[src/design/scnc_pkg.sv]
// Package of constants and types for the system clock and NMI control block
// Notes on behaviour
// NMI comes from pin or oscillator check
// Software reads failure flag to tell sources
// NMI pin selection only through commit protection
// NMI pin is active high level
// Oscillator failure resets, then enters NMI
// Checker runs only while its enable set
// Failure sets sticky flag in reset cause
// Regulator level follows adjust field, 2.25-2.75 V
// Internal oscillator runs from power-on reset
// Software stabilises crystal before switching to it
// Mux picks four oscillators, PLL, internal/4
// Override bit gives extended config precedence
// Converter clock divided down to 16 MHz
// Peripheral clocks individually gated from system clock
// Software keeps crystal within supported range
// Crystal field change retranslates PLL settings
// Translation readable, targets VCO within 1%
// PLL off after reset until enabled
// Failure forces internal osc, 32-period reset
// NMI pin passes two synchroniser flops
// Source switching never produces short pulses
package scnc_pkg;

  // Clock rate of i_clk
  localparam int CLK_KHZ = 25000;

  // Source indices at the switch inputs
  localparam int NUM_SRC = 6;
  localparam int SRC_INTERNAL_FAST_OSCILLATOR = 0;
  localparam int SRC_EXTERNAL_CRYSTAL_OSCILLATOR = 1;
  localparam int SRC_LFOSC = 2;
  localparam int SRC_RTC = 3;
  localparam int SRC_PLL = 4;
  localparam int SRC_IOSC4 = 5;

  // Oscillator source codes of the configuration fields
  localparam logic [2:0] OSC_EXTERNAL_CRYSTAL_OSCILLATOR = 3'h0;
  localparam logic [2:0] OSC_INTERNAL_FAST_OSCILLATOR = 3'h1;
  localparam logic [2:0] OSC_IOSC4 = 3'h2;
  localparam logic [2:0] OSC_LFOSC = 3'h3;
  localparam logic [2:0] OSC_RTC = 3'h7;

  // Oscillator check window and band of accepted crystal edges
  localparam int CHK_WINDOW_NS = 10000;
  localparam int CHK_WINDOW_CYC = (CHK_WINDOW_NS * CLK_KHZ) / 1000000;
  localparam int CHK_MIN_KHZ = 1000;
  localparam int CHK_MAX_KHZ = 16384;
  localparam int CHK_MIN_EDGES = (CHK_MIN_KHZ * CHK_WINDOW_NS) / 1000000;
  localparam int CHK_MAX_EDGES = (CHK_MAX_KHZ * CHK_WINDOW_NS + 999999) / 1000000;

  // Failure reset length in internal oscillator periods
  localparam int FAIL_RST_PERIODS = 32;

  // Converter clock target
  localparam int ADC_KHZ = 16000;

  // Regulator range in millivolts
  localparam int LDO_MIN_MV = 2250;
  localparam int LDO_MAX_MV = 2750;

  // Internal oscillator divider for the slow source
  localparam int INTERNAL_FAST_OSCILLATOR_DIV = 4;

  // Reset values
  localparam logic [2:0] SEL_RESET = 3'h0;
  localparam logic [15:0] PLL_F_RESET = 16'h0000;

  // Oscillator failure sequence
  typedef enum logic [1:0] {
    SCNC_RUN = 2'b00,
    SCNC_HOLD = 2'b01,
    SCNC_NMI = 2'b11
  } scnc_fail_t;

endpackage

[src/design/scnc_top.sv]
// System clock selection, oscillator check, NMI and regulator control
`timescale 1ns/1ps
module scnc_top
  import scnc_pkg::*;
#(
  parameter int NPERIPH = 8,
  parameter int PLL_VCO_KHZ = 400000,
  parameter int PLL_R_DIV = 1,
  parameter int CRYSTAL_NUMBER_FIELD_BASE_KHZ = 1000,
  parameter int CRYSTAL_NUMBER_FIELD_STEP_KHZ = 512,
  parameter int LDO_STEP_MV = 50
) (
  input wire logic i_clk,
  input wire logic i_reset,
  input wire logic [4:0] i_src_lvl,
  input wire logic [1:0] i_cfg_oscsrc,
  input wire logic i_cfg_bypass,
  input wire logic i_cfg_pll_pwrdn,
  input wire logic [4:0] i_crystal_number_field,
  input wire logic i_ext_config_override,
  input wire logic [2:0] i_ext_oscsrc,
  input wire logic i_ext_bypass,
  input wire logic i_ext_pll_pwrdn,
  input wire logic i_pll_locked,
  input wire logic i_internal_fast_oscillator_enable,
  input wire logic i_osc_check_enable,
  input wire logic i_osc_failure_clear,
  input wire logic i_nmi_pin,
  input wire logic i_nmi_alt_request,
  input wire logic i_nmi_commit_ok,
  input wire logic i_nmi_ack,
  input wire logic [4:0] i_voltage_adjust_field,
  input wire logic [NPERIPH-1:0] i_periph_clk_en,
  output logic o_system_clock_out,
  output logic [2:0] o_active_source,
  output logic o_internal_fast_oscillator_enable,
  output logic o_pll_enable,
  output logic [15:0] o_pll_translation_reg,
  output logic o_pll_translation_busy,
  output logic o_adc_clk,
  output logic [NPERIPH-1:0] o_periph_clk,
  output logic o_osc_failure_flag,
  output logic o_system_reset,
  output logic o_nmi,
  output logic o_nmi_alt_selected,
  output logic [11:0] o_regulator_mv
);

  localparam int ADC_DIV = PLL_VCO_KHZ / ADC_KHZ;
  localparam int ADC_HALF = (ADC_DIV + 1) / 2;

  typedef struct packed {
    logic pll_en;
    logic nmi_alt_sel;
    logic nmi_s1;
    logic nmi_s2;
    logic nmi;
    logic [4:0] lvl_prev;
    logic [1:0] div4_cnt;
    logic div4;
    scnc_fail_t fsm;
    logic fail_flag;
    logic force_internal_fast_oscillator;
    logic rst_out;
    logic [5:0] hold_cnt;
    logic [15:0] win_cnt;
    logic [15:0] edge_cnt;
    logic [4:0] crystal_number_field_prev;
    logic div_busy;
    logic [5:0] div_cnt;
    logic [32:0] div_rem;
    logic [31:0] div_quo;
    logic [31:0] div_den;
    logic [15:0] pll_f;
    logic [7:0] adc_cnt;
    logic adc_clk;
    logic [11:0] reg_mv;
    logic [NPERIPH-1:0] periph_en;
    logic [NPERIPH-1:0] periph_clk;
  } scnc_state_t;

  scnc_state_t st_ff;
  scnc_state_t nxt_st;

  logic [NUM_SRC-1:0] src_lvl;
  logic [2:0] eff_oscsrc;
  logic eff_bypass;
  logic eff_pwrdn;
  logic [2:0] req_sel;
  logic sw_clk;
  logic sw_gated;
  logic [2:0] sw_active;
  logic [4:0] rise;
  logic internal_fast_oscillator_rise;
  logic [31:0] crystal_number_field_khz;
  logic [32:0] div_trial;
  logic [31:0] mv_calc;

  // Source levels seen by the switch, with the divided internal oscillator added
  assign src_lvl = {st_ff.div4, i_src_lvl};
  assign rise = i_src_lvl & ~st_ff.lvl_prev;
  assign internal_fast_oscillator_rise = rise[SRC_INTERNAL_FAST_OSCILLATOR];

  // Extended configuration wins over the primary fields when overridden
  assign eff_oscsrc = i_ext_config_override ? i_ext_oscsrc : {1'b0, i_cfg_oscsrc};
  assign eff_bypass = i_ext_config_override ? i_ext_bypass : i_cfg_bypass;
  assign eff_pwrdn = i_ext_config_override ? i_ext_pll_pwrdn : i_cfg_pll_pwrdn;

  // Requested source; PLL only once enabled and locked, internal osc when forced
  always_comb begin
    unique case (eff_oscsrc)
      OSC_EXTERNAL_CRYSTAL_OSCILLATOR: req_sel = 3'(SRC_EXTERNAL_CRYSTAL_OSCILLATOR);
      OSC_INTERNAL_FAST_OSCILLATOR: req_sel = 3'(SRC_INTERNAL_FAST_OSCILLATOR);
      OSC_IOSC4: req_sel = 3'(SRC_IOSC4);
      OSC_LFOSC: req_sel = 3'(SRC_LFOSC);
      OSC_RTC: req_sel = 3'(SRC_RTC);
      default: req_sel = 3'(SRC_INTERNAL_FAST_OSCILLATOR);
    endcase
    if (!eff_bypass && st_ff.pll_en && i_pll_locked) begin
      req_sel = 3'(SRC_PLL);
    end
    if (st_ff.force_internal_fast_oscillator) begin
      req_sel = 3'(SRC_INTERNAL_FAST_OSCILLATOR);
    end
  end

  // Crystal frequency implied by the crystal number
  assign crystal_number_field_khz = 32'(CRYSTAL_NUMBER_FIELD_BASE_KHZ) + 32'(i_crystal_number_field) * 32'(CRYSTAL_NUMBER_FIELD_STEP_KHZ);
  assign div_trial = {st_ff.div_rem[31:0], st_ff.div_quo[31]} - {1'b0, st_ff.div_den};

  // Regulator level from the adjust field, clamped to the allowed span
  assign mv_calc = 32'(LDO_MIN_MV) + 32'(i_voltage_adjust_field) * 32'(LDO_STEP_MV);

  // Next state of the whole block
  always_comb begin
    nxt_st = st_ff;
    nxt_st.lvl_prev = i_src_lvl;

    // PLL held off from reset until software powers it up
    nxt_st.pll_en = !eff_pwrdn;

    // Internal oscillator divided by four
    if (internal_fast_oscillator_rise) begin
      nxt_st.div4_cnt = st_ff.div4_cnt + 2'h1;
      if (st_ff.div4_cnt == 2'(INTERNAL_FAST_OSCILLATOR_DIV / 2 - 1) || st_ff.div4_cnt == 2'(INTERNAL_FAST_OSCILLATOR_DIV - 1)) begin
        nxt_st.div4 = !st_ff.div4;
      end
    end

    // NMI pin select changes only when the port commit allows it
    if (i_nmi_commit_ok) begin
      nxt_st.nmi_alt_sel = i_nmi_alt_request;
    end
    nxt_st.nmi_s1 = i_nmi_pin;
    nxt_st.nmi_s2 = st_ff.nmi_s1;

    // Main oscillator frequency check over a fixed window
    if (i_osc_check_enable && st_ff.fsm == SCNC_RUN) begin
      if (st_ff.win_cnt == 16'(CHK_WINDOW_CYC - 1)) begin
        nxt_st.win_cnt = 16'h0000;
        nxt_st.edge_cnt = 16'h0000;
        if (st_ff.edge_cnt < 16'(CHK_MIN_EDGES) || st_ff.edge_cnt > 16'(CHK_MAX_EDGES)) begin
          nxt_st.fsm = SCNC_HOLD;
          nxt_st.fail_flag = 1'b1;
          nxt_st.force_internal_fast_oscillator = 1'b1;
          nxt_st.rst_out = 1'b1;
          nxt_st.hold_cnt = 6'h00;
        end
      end else begin
        nxt_st.win_cnt = st_ff.win_cnt + 16'h0001;
        if (rise[SRC_EXTERNAL_CRYSTAL_OSCILLATOR]) begin
          nxt_st.edge_cnt = st_ff.edge_cnt + 16'h0001;
        end
      end
    end else begin
      nxt_st.win_cnt = 16'h0000;
      nxt_st.edge_cnt = 16'h0000;
    end

    // Failure sequence: reset for a fixed number of internal periods, then NMI
    unique case (st_ff.fsm)
      SCNC_RUN: begin
      end
      SCNC_HOLD: begin
        if (internal_fast_oscillator_rise) begin
          nxt_st.hold_cnt = st_ff.hold_cnt + 6'h01;
          if (st_ff.hold_cnt == 6'(FAIL_RST_PERIODS - 1)) begin
            nxt_st.rst_out = 1'b0;
            nxt_st.fsm = SCNC_NMI;
          end
        end
      end
      SCNC_NMI: begin
        if (i_nmi_ack) begin
          nxt_st.fsm = SCNC_RUN;
          nxt_st.force_internal_fast_oscillator = 1'b0;
        end
      end
      default: begin
        nxt_st.fsm = SCNC_RUN;
      end
    endcase

    // Failure flag is sticky; a new failure wins over the clear
    if (i_osc_failure_clear && !(nxt_st.fsm == SCNC_HOLD && st_ff.fsm == SCNC_RUN)) begin
      nxt_st.fail_flag = 1'b0;
    end

    // NMI from the synchronised active-high pin or from the failure sequence
    nxt_st.nmi = (st_ff.nmi_alt_sel && st_ff.nmi_s2) || st_ff.fsm == SCNC_NMI;

    // Retranslate the crystal number into the PLL multiplier on every change
    nxt_st.crystal_number_field_prev = i_crystal_number_field;
    if (i_crystal_number_field != st_ff.crystal_number_field_prev) begin
      nxt_st.div_busy = 1'b1;
      nxt_st.div_cnt = 6'h00;
      nxt_st.div_rem = 33'h000000000;
      nxt_st.div_quo = 32'(PLL_VCO_KHZ) * 32'(PLL_R_DIV) + (crystal_number_field_khz >> 1);
      nxt_st.div_den = crystal_number_field_khz;
    end else if (st_ff.div_busy) begin
      // One restoring division step per cycle, rounded to nearest
      if (div_trial[32]) begin
        nxt_st.div_rem = {st_ff.div_rem[31:0], st_ff.div_quo[31]};
        nxt_st.div_quo = {st_ff.div_quo[30:0], 1'b0};
      end else begin
        nxt_st.div_rem = div_trial;
        nxt_st.div_quo = {st_ff.div_quo[30:0], 1'b1};
      end
      nxt_st.div_cnt = st_ff.div_cnt + 6'h01;
      if (st_ff.div_cnt == 6'h1F) begin
        nxt_st.div_busy = 1'b0;
        nxt_st.pll_f = div_trial[32] ? {st_ff.div_quo[14:0], 1'b0} : {st_ff.div_quo[14:0], 1'b1};
      end
    end

    // Converter clock from the PLL output, whatever the system source
    if (rise[SRC_PLL]) begin
      if (st_ff.adc_cnt == 8'(ADC_HALF - 1)) begin
        nxt_st.adc_cnt = 8'h00;
        nxt_st.adc_clk = !st_ff.adc_clk;
      end else begin
        nxt_st.adc_cnt = st_ff.adc_cnt + 8'h01;
      end
    end

    // Regulator setting
    if (mv_calc > 32'(LDO_MAX_MV)) begin
      nxt_st.reg_mv = 12'(LDO_MAX_MV);
    end else begin
      nxt_st.reg_mv = mv_calc[11:0];
    end

    // Peripheral enables change only while the system clock is low
    if (!sw_clk) begin
      nxt_st.periph_en = i_periph_clk_en;
    end
    nxt_st.periph_clk = {NPERIPH{sw_clk}} & st_ff.periph_en;
  end

  // State register; internal oscillator selected from reset
  always_ff @(posedge i_clk or posedge i_reset) begin
    if (i_reset) begin
      st_ff <= '0;
      st_ff.fsm <= SCNC_RUN;
      st_ff.pll_f <= PLL_F_RESET;
      st_ff.reg_mv <= 12'(LDO_MIN_MV);
    end else begin
      st_ff <= nxt_st;
    end
  end

  // Glitch-free source switch
  scnc_clk_switch #(
    .NSRC(NUM_SRC)
  ) u_switch (
    .i_clk(i_clk),
    .i_reset(i_reset),
    .i_src_lvl(src_lvl),
    .i_sel(req_sel),
    .o_clk(sw_clk),
    .o_active(sw_active),
    .o_gated(sw_gated)
  );

  // Outputs
  assign o_system_clock_out = sw_clk;
  assign o_active_source = sw_active;
  assign o_internal_fast_oscillator_enable = i_internal_fast_oscillator_enable || st_ff.force_internal_fast_oscillator || sw_active == 3'(SRC_INTERNAL_FAST_OSCILLATOR) || sw_gated;
  assign o_pll_enable = st_ff.pll_en;
  assign o_pll_translation_reg = st_ff.pll_f;
  assign o_pll_translation_busy = st_ff.div_busy;
  assign o_adc_clk = st_ff.adc_clk;
  assign o_periph_clk = st_ff.periph_clk;
  assign o_osc_failure_flag = st_ff.fail_flag;
  assign o_system_reset = st_ff.rst_out;
  assign o_nmi = st_ff.nmi;
  assign o_nmi_alt_selected = st_ff.nmi_alt_sel;
  assign o_regulator_mv = st_ff.reg_mv;

endmodule

[src/design/scnc_clk_switch.sv]
// Glitch-free switch among sampled clock source levels
`timescale 1ns/1ps
module scnc_clk_switch
  import scnc_pkg::*;
#(
  parameter int NSRC = 6
) (
  input wire logic i_clk,
  input wire logic i_reset,
  input wire logic [NSRC-1:0] i_src_lvl,
  input wire logic [2:0] i_sel,
  output logic o_clk,
  output logic [2:0] o_active,
  output logic o_gated
);

  typedef struct packed {
    logic [2:0] cur;
    logic gated;
    logic clk;
  } scnc_sw_state_t;

  scnc_sw_state_t st_ff;
  scnc_sw_state_t nxt_st;

  // Gate off old source while it is low, then release new source while it is low
  always_comb begin
    nxt_st = st_ff;
    if (i_sel != st_ff.cur && !st_ff.gated) begin
      if (!i_src_lvl[st_ff.cur]) begin
        nxt_st.gated = 1'b1;
      end
    end else if (st_ff.gated) begin
      if (!i_src_lvl[i_sel]) begin
        nxt_st.cur = i_sel;
        nxt_st.gated = 1'b0;
      end
    end
    nxt_st.clk = nxt_st.gated ? 1'b0 : i_src_lvl[nxt_st.cur];
  end

  always_ff @(posedge i_clk or posedge i_reset) begin
    if (i_reset) begin
      st_ff <= '{cur: SEL_RESET, gated: 1'b0, clk: 1'b0};
    end else begin
      st_ff <= nxt_st;
    end
  end

  assign o_clk = st_ff.clk;
  assign o_active = st_ff.cur;
  assign o_gated = st_ff.gated;

endmodule

[config.mk]
export PLATFORM = sky130hd
export DESIGN_NAME = scnc_top
export DESIGN_NICKNAME = d
export VERILOG_FILES = /design/src/design/scnc_pkg.sv /design/src/design/scnc_top.sv /design/src/design/scnc_clk_switch.sv
export SDC_FILE = /design/constraint.sdc
export NUM_CORES = 1
export LEC_CHECK = 0
export ABC_AREA = 1
export BUFFER_PORTS_ARGS = -buffer_cell sky130_fd_sc_hd__buf_2
export CAP_MARGIN = 10
export CORE_UTILIZATION = 42
export CTS_CLUSTER_DIAMETER = 40
export DETAILED_ROUTE_END_ITERATION = 16
export GPL_TIMING_DRIVEN = 0
export PLACE_DENSITY = 0.66
export SLEW_MARGIN = 20
export SYNTH_ARGS = -nofsm -noshare
export SYNTH_HDL_FRONTEND = slang
export SYNTH_SLANG_ARGS = --single-unit
[constraint.sdc]
create_clock -name i_clk -period 7.2 [get_ports i_clk]
set_input_delay 0.72 -clock i_clk [delete_from_list [all_inputs] [get_ports i_clk]]
set_output_delay 0.72 -clock i_clk [all_outputs]
set_load 0.1 [all_outputs]
==> Word level (Yosys, flattened, before mapping) <==
Cells that the tools add are included.
{ "classes": {"n_reduce_logical": 30, "eq_ne": 15, "n_bitwise": 4, "n_lt_le_gt_ge": 6, "n_mul": 1, "addsub": 10, "n_mux": 41} }
{ "op_table": {"columns": ["op", "n"], "rows": [
  ["$mux 72", 2],
  ["$mux 65", 1],
  ["$mux 32", 2],
  ["$mux 11", 3],
  ["$sub 33x32->33", 1],
  ["$add 16x1->16 const B", 2],
  ["$add 19x14->20 const A", 1],
  ["$eq 16x8->1 const B", 1],
  ["$gt 16x8->1 const B", 1],
  ["$lt 16x4->1 const B", 1],
  ["$mux 16", 1],
  ["$add 10x14->15 const A", 1],
  ["$mux 1", 14],
  ["$mux 7", 2],
  ["$add 12x11->13 const A", 1],
  ["$gt 13x12->1 const B", 1],
  ["$add 6x1->6 const B", 2],
  ["$eq 6x5->1 const B", 2],
  ["$lt 3x4->1 const B", 3],
  ["$mux 12", 1],
  ["$mux 3", 4],
  ["$pmux 3 s4", 1],
  ["$mul 5x5->10 const B", 1],
  ["$bmux 1 s3", 3],
  ["other kinds (26)", 55]
]} }
{ "word_totals": {"inputBits": 43, "output_inout_bits": 48, "word_cells": 137, "register_bits": 222} }

==> Longest topological paths before layout <==
{ "logic_depth": {"ltp_word": 14, "mapped_depth": 20, "depth_no_buf": 20} }

==> Hierarchy <==
A second synthesis with hierarchy kept.
{ "unflattened": {"cells_unflattened": 1416, "hier_area_um2": 10975.5} }
{ "modules_own_cells": {"columns": ["mod", "instances", "seq_area_each_um2", "area_each_um2", "cells_per_inst"], "rows": [
  ["scnc_top", 1, 4735.8, 10563.9, 1346],
  ["scnc_clk_switch", 1, 125.1, 411.6, 70]
]} }

==> Worst setup path after synthesis <==
No wires, ideal clock.
{ "synth_timing": {"path_kind": "reg2out", "start": "register u_switch.st_ff (netlist bit u_switch.o_active[0])", "end": "output port o_internal_fast_oscillator_enable", "path_stages_with_launch": 3, "arrival_ps": 3314, "t_required_ps": 6480, "slack_ps": 3166, "path_buffers": 1, "cell_sequence": "dfrtp_1 -> clkbuf_1 -> o31ai_1"} }
{ "synth_between": {"elab_chain_len": 3} }
{ "synth_lines": {"columns": ["item", "line_no", "text"], "rows": [
  ["start, declared", "scnc_clk_switch.sv:23", "scnc_sw_state_t st_ff;"],
  ["start signal, assigned", "scnc_clk_switch.sv:44", "st_ff <= '{cur: SEL_RESET, gated: 1'b0, clk: 1'b0};"],
  ["start signal, assigned", "scnc_clk_switch.sv:46", "st_ff <= nxt_st;"],
  ["$logic_not 3->1", "scnc_top.sv:288", "assign o_internal_fast_oscillator_enable = i_internal_fast_oscillator_enable || st_ff.force_internal_fast_osci ..."],
  ["$logic_or 1x1->1 (2 in series)", "scnc_top.sv:288", null],
  ["end, declared", "scnc_top.sv:36", "output logic o_internal_fast_oscillator_enable,"]
]} }
No other way between the ends.

==> impl_metrics.toml <==
[timing]
slew_headroom_pct = 55.00
finalHoldViolCount = 0
rsz0062_at_grt = "false"
clock.fmax_ghz = 0.3276
clock_skew_ns = 0.01227
slew_violations = 0
fin_crit_ns = 3.052
finalSetupViolCount = 0
tightest_slew_ns = 0.6750
period_share_pct = 42.39

[logic_synthesis]
synth_common_cells = "316 x nand2_1, 202 x inv_1, 189 x dfrtp_1, 95 x nor2_1, 79 x nand3_1"
synth_fp_nets = 1411
yosysMostFrequentCell = "nand2_1"
synth_cells = 1326
synth_area_leader_cell = "dfrtp_1"
synth-edff-count = 0
ys_seq_elements = 194
synth.avg_cell_area_um2 = 8.056
synth_area_um2 = 10680
synth.area.top_cells = "dfrtp_1 44%, nand2_1 11%, inv_1 7.1%, ha_1 4.8%, nand3_1 3.7%"
synth_top_flop_cell = "dfrtp_1"
synth_cell_types = 55
yosysWarnings = 0
async_flop_share_pct = 100.0
yosys.area.top_type_share_pct = 44.27
seq_area_frac_synth_pct = 45.50

[power]
powerDensity_nw_per_um2 = 248.1
internal-power_w = 0.001913
p_clk_share_pct = 32.1
seqPwrFrac_pct = 42.0
vdd_ir_drop_max_mv = 0.1746
leakage_nw = 6.351
combPwrFrac_pct = 25.9
switchingPower_w = 0.001116
swShare_pct = 36.84

[global_route]
overflow = 0
grt_max_degree = 88
grt_pass1_vias = 8387
grt_use_met1_pct = 25.46
antenna_found_initial = 0
met3_usage_pct = 2.440
grt-busiest-layer = "met2"
grt_pass1_wl_mm = 40.57
gr-usage-met2_pct = 32.66
grt_use_total_pct = 19.23

[placed_design]
dpl.hpwl_mm = 17.76
place_inst = 1747
gp_congestion = 0.9635
port_buffers = 89

[cts]
root_buffer = "clkbuf_16"
cts.clk_slew.worst_paths_ns = 0.07
hold_buffers = 0
post-cts-setup-buffers = 0
clkSinkCount = 194
cts_tree = "built"
numCtsBuffers = 17
clock_latency_ns = 0.44
post_cts_resized = 0
htreeDepth = 4
clock_path_buffers = 2

[final_layout]
diodes = 0
fin_cells = 1779
multi_input_comb_area_um2 = 4597
fin_util_pct = 48.76
layout.nets = 1521
seqCellArea_um2 = 4861
n_fill_cell = 2408
largest_reg_flops = 145
layout-drive-gt1-share_pct = 15.32
area_delta_synth_final_pct = 14.27

[floorplan]
ioPinCount = 91
start_util_pct = 42.67
die_area_um2 = 26080
die_x_um = 161.5
coreArea_um2 = 25040
row_count = 58
die_y_um = 161.5

[worst_setup_path]
path_max_fanout = 8
cp-end-kind = "flip-flop"
worstSetupStartpointType = "input port"
setup.worst_path.start = "i_voltage_adjust_field[3]"
path_class = "in -> reg"
rr_startpoint = "st_ff[61]"
required_ns = 7.56
critical_path_arrival_ns = 3.41

[routing]
drc_errors = 0
antenna_left = 0
wl_mm = 23.79
routed_via_density = 4.915
vias = 8743
drt_iter0_drc = 581
drt-wirelength-per-cell_um = 13.37
drt_first_pass_iters = 5

[worst_hold_path]
hold_class = "in -> async"

[outcome]
status = "complete, no violations"

[run]
maxCapViolations = 0
## critical path, cell delays in order
cell	delay [ns]
buf_2	0.12
inv_1	0.05
ha_1	0.26
inv_1	0.04
ha_1	0.30
ha_1	0.31
ha_1	0.33
nand2_1	0.06
o21ai_0	0.20
xnor2_1	0.22
inv_1	0.08
nand2_1	0.10
nand2_1	0.05
nand2_1	0.06
nand2_1	0.05
nand2_1	0.22
nand2_1	0.11
nor2_1	0.14
## final timing paths
| path | cells after the start | to | slack [ns] |
|---|---|---|---|
| max | 18 | o_regulator_mv[6] | 4.15 |
| min | 2 | st_ff[14] | 0.26 |
| max reg2reg | 12 | st_ff[140] | 4.62 |
| min reg2reg | 0 | st_ff[214] | 0.38 |
| max in group asynchronous | 3 | st_ff[138] | 6.21 |
| min in group i_clk | 0 | st_ff[214] | 0.38 |
## final cells by class
class	count	area share, %
Clock buffer	18	3.598
Inverter	209	6.488
Timing Repair Buffer	91	4.100
Multi-Input combinational cell	858	37.66
Sequential cell	194	39.82
Buffer	65	3.608
Clock inverter	14	1.343
Tap cell	330	3.383
## cells by family (layout without fill, tap and decap cells)
family	count (synthesis)	after routing	synth area share, %
AO/OA/AOI/OAI	188	188	10.17
XOR/XNOR	45	45	3.689
adder cells (fa/ha/maj)	42	42	4.989
buffers and inverters	274	397	11.47
flip-flops	194	194	45.50
multiplexers	5	5	0.6207
other	1	1	0.03510
AND/OR/NAND/NOR	577	577	23.53
## power groups by stage
stage	Sequential (W)	Clock [W]	Combinational, W
final	0.00127	0.000972	0.000784
after floorplan	0.00135	0	0.000587
after CTS	0.00128	0.000991	0.000791
after detailed placement	0.00130	0	0.000789
after global placement	0.00129	0	0.000773
after global routing	0.00129	0.00104	0.000859
## stage by stage
stage | hold slack (ns) | setup slack, ns | power [W] | TNS [ns] | cell area, um2
floorplan | 0.3312 | 1.204 | 0.001933 | 0 | 10680
global placement | 0.3327 | -0.9691 | 0.002064 | -180.18 | 11540
detailed placement | 0.3562 | 3.686 | 0.002085 | 0 | 11600
CTS | 0.2617 | 4.118 | 0.003058 | 0 | 12210
global route | 0.2787 | 3.765 | 0.003187 | 0 | 12210
finish | 0.2603 | 4.148 | 0.003028 | 0 | 12210
## cells in the final DEF, fill, tap and decap left out, types with 28 or more instances in the layout
cell	instances
buf_2	102
a21oi_1	37
ha_1	41
nand3_1	79
xor2_1	30
nor3_1	28
nor2_1	95
dfrtp_1	189
buf_4	36
inv_1	201
nand2_1	316
o21ai_0	70
## metal layers
layer | routed length, um | vias to the layer above
li1 | - | 4445
met1 | 11160 | 4118
met2 | 11530 | 157
met3 | 753 | 23
met4 | 348 | 0
met5 | 0 | -
Note: power is estimated with default switching activity, not from simulation.
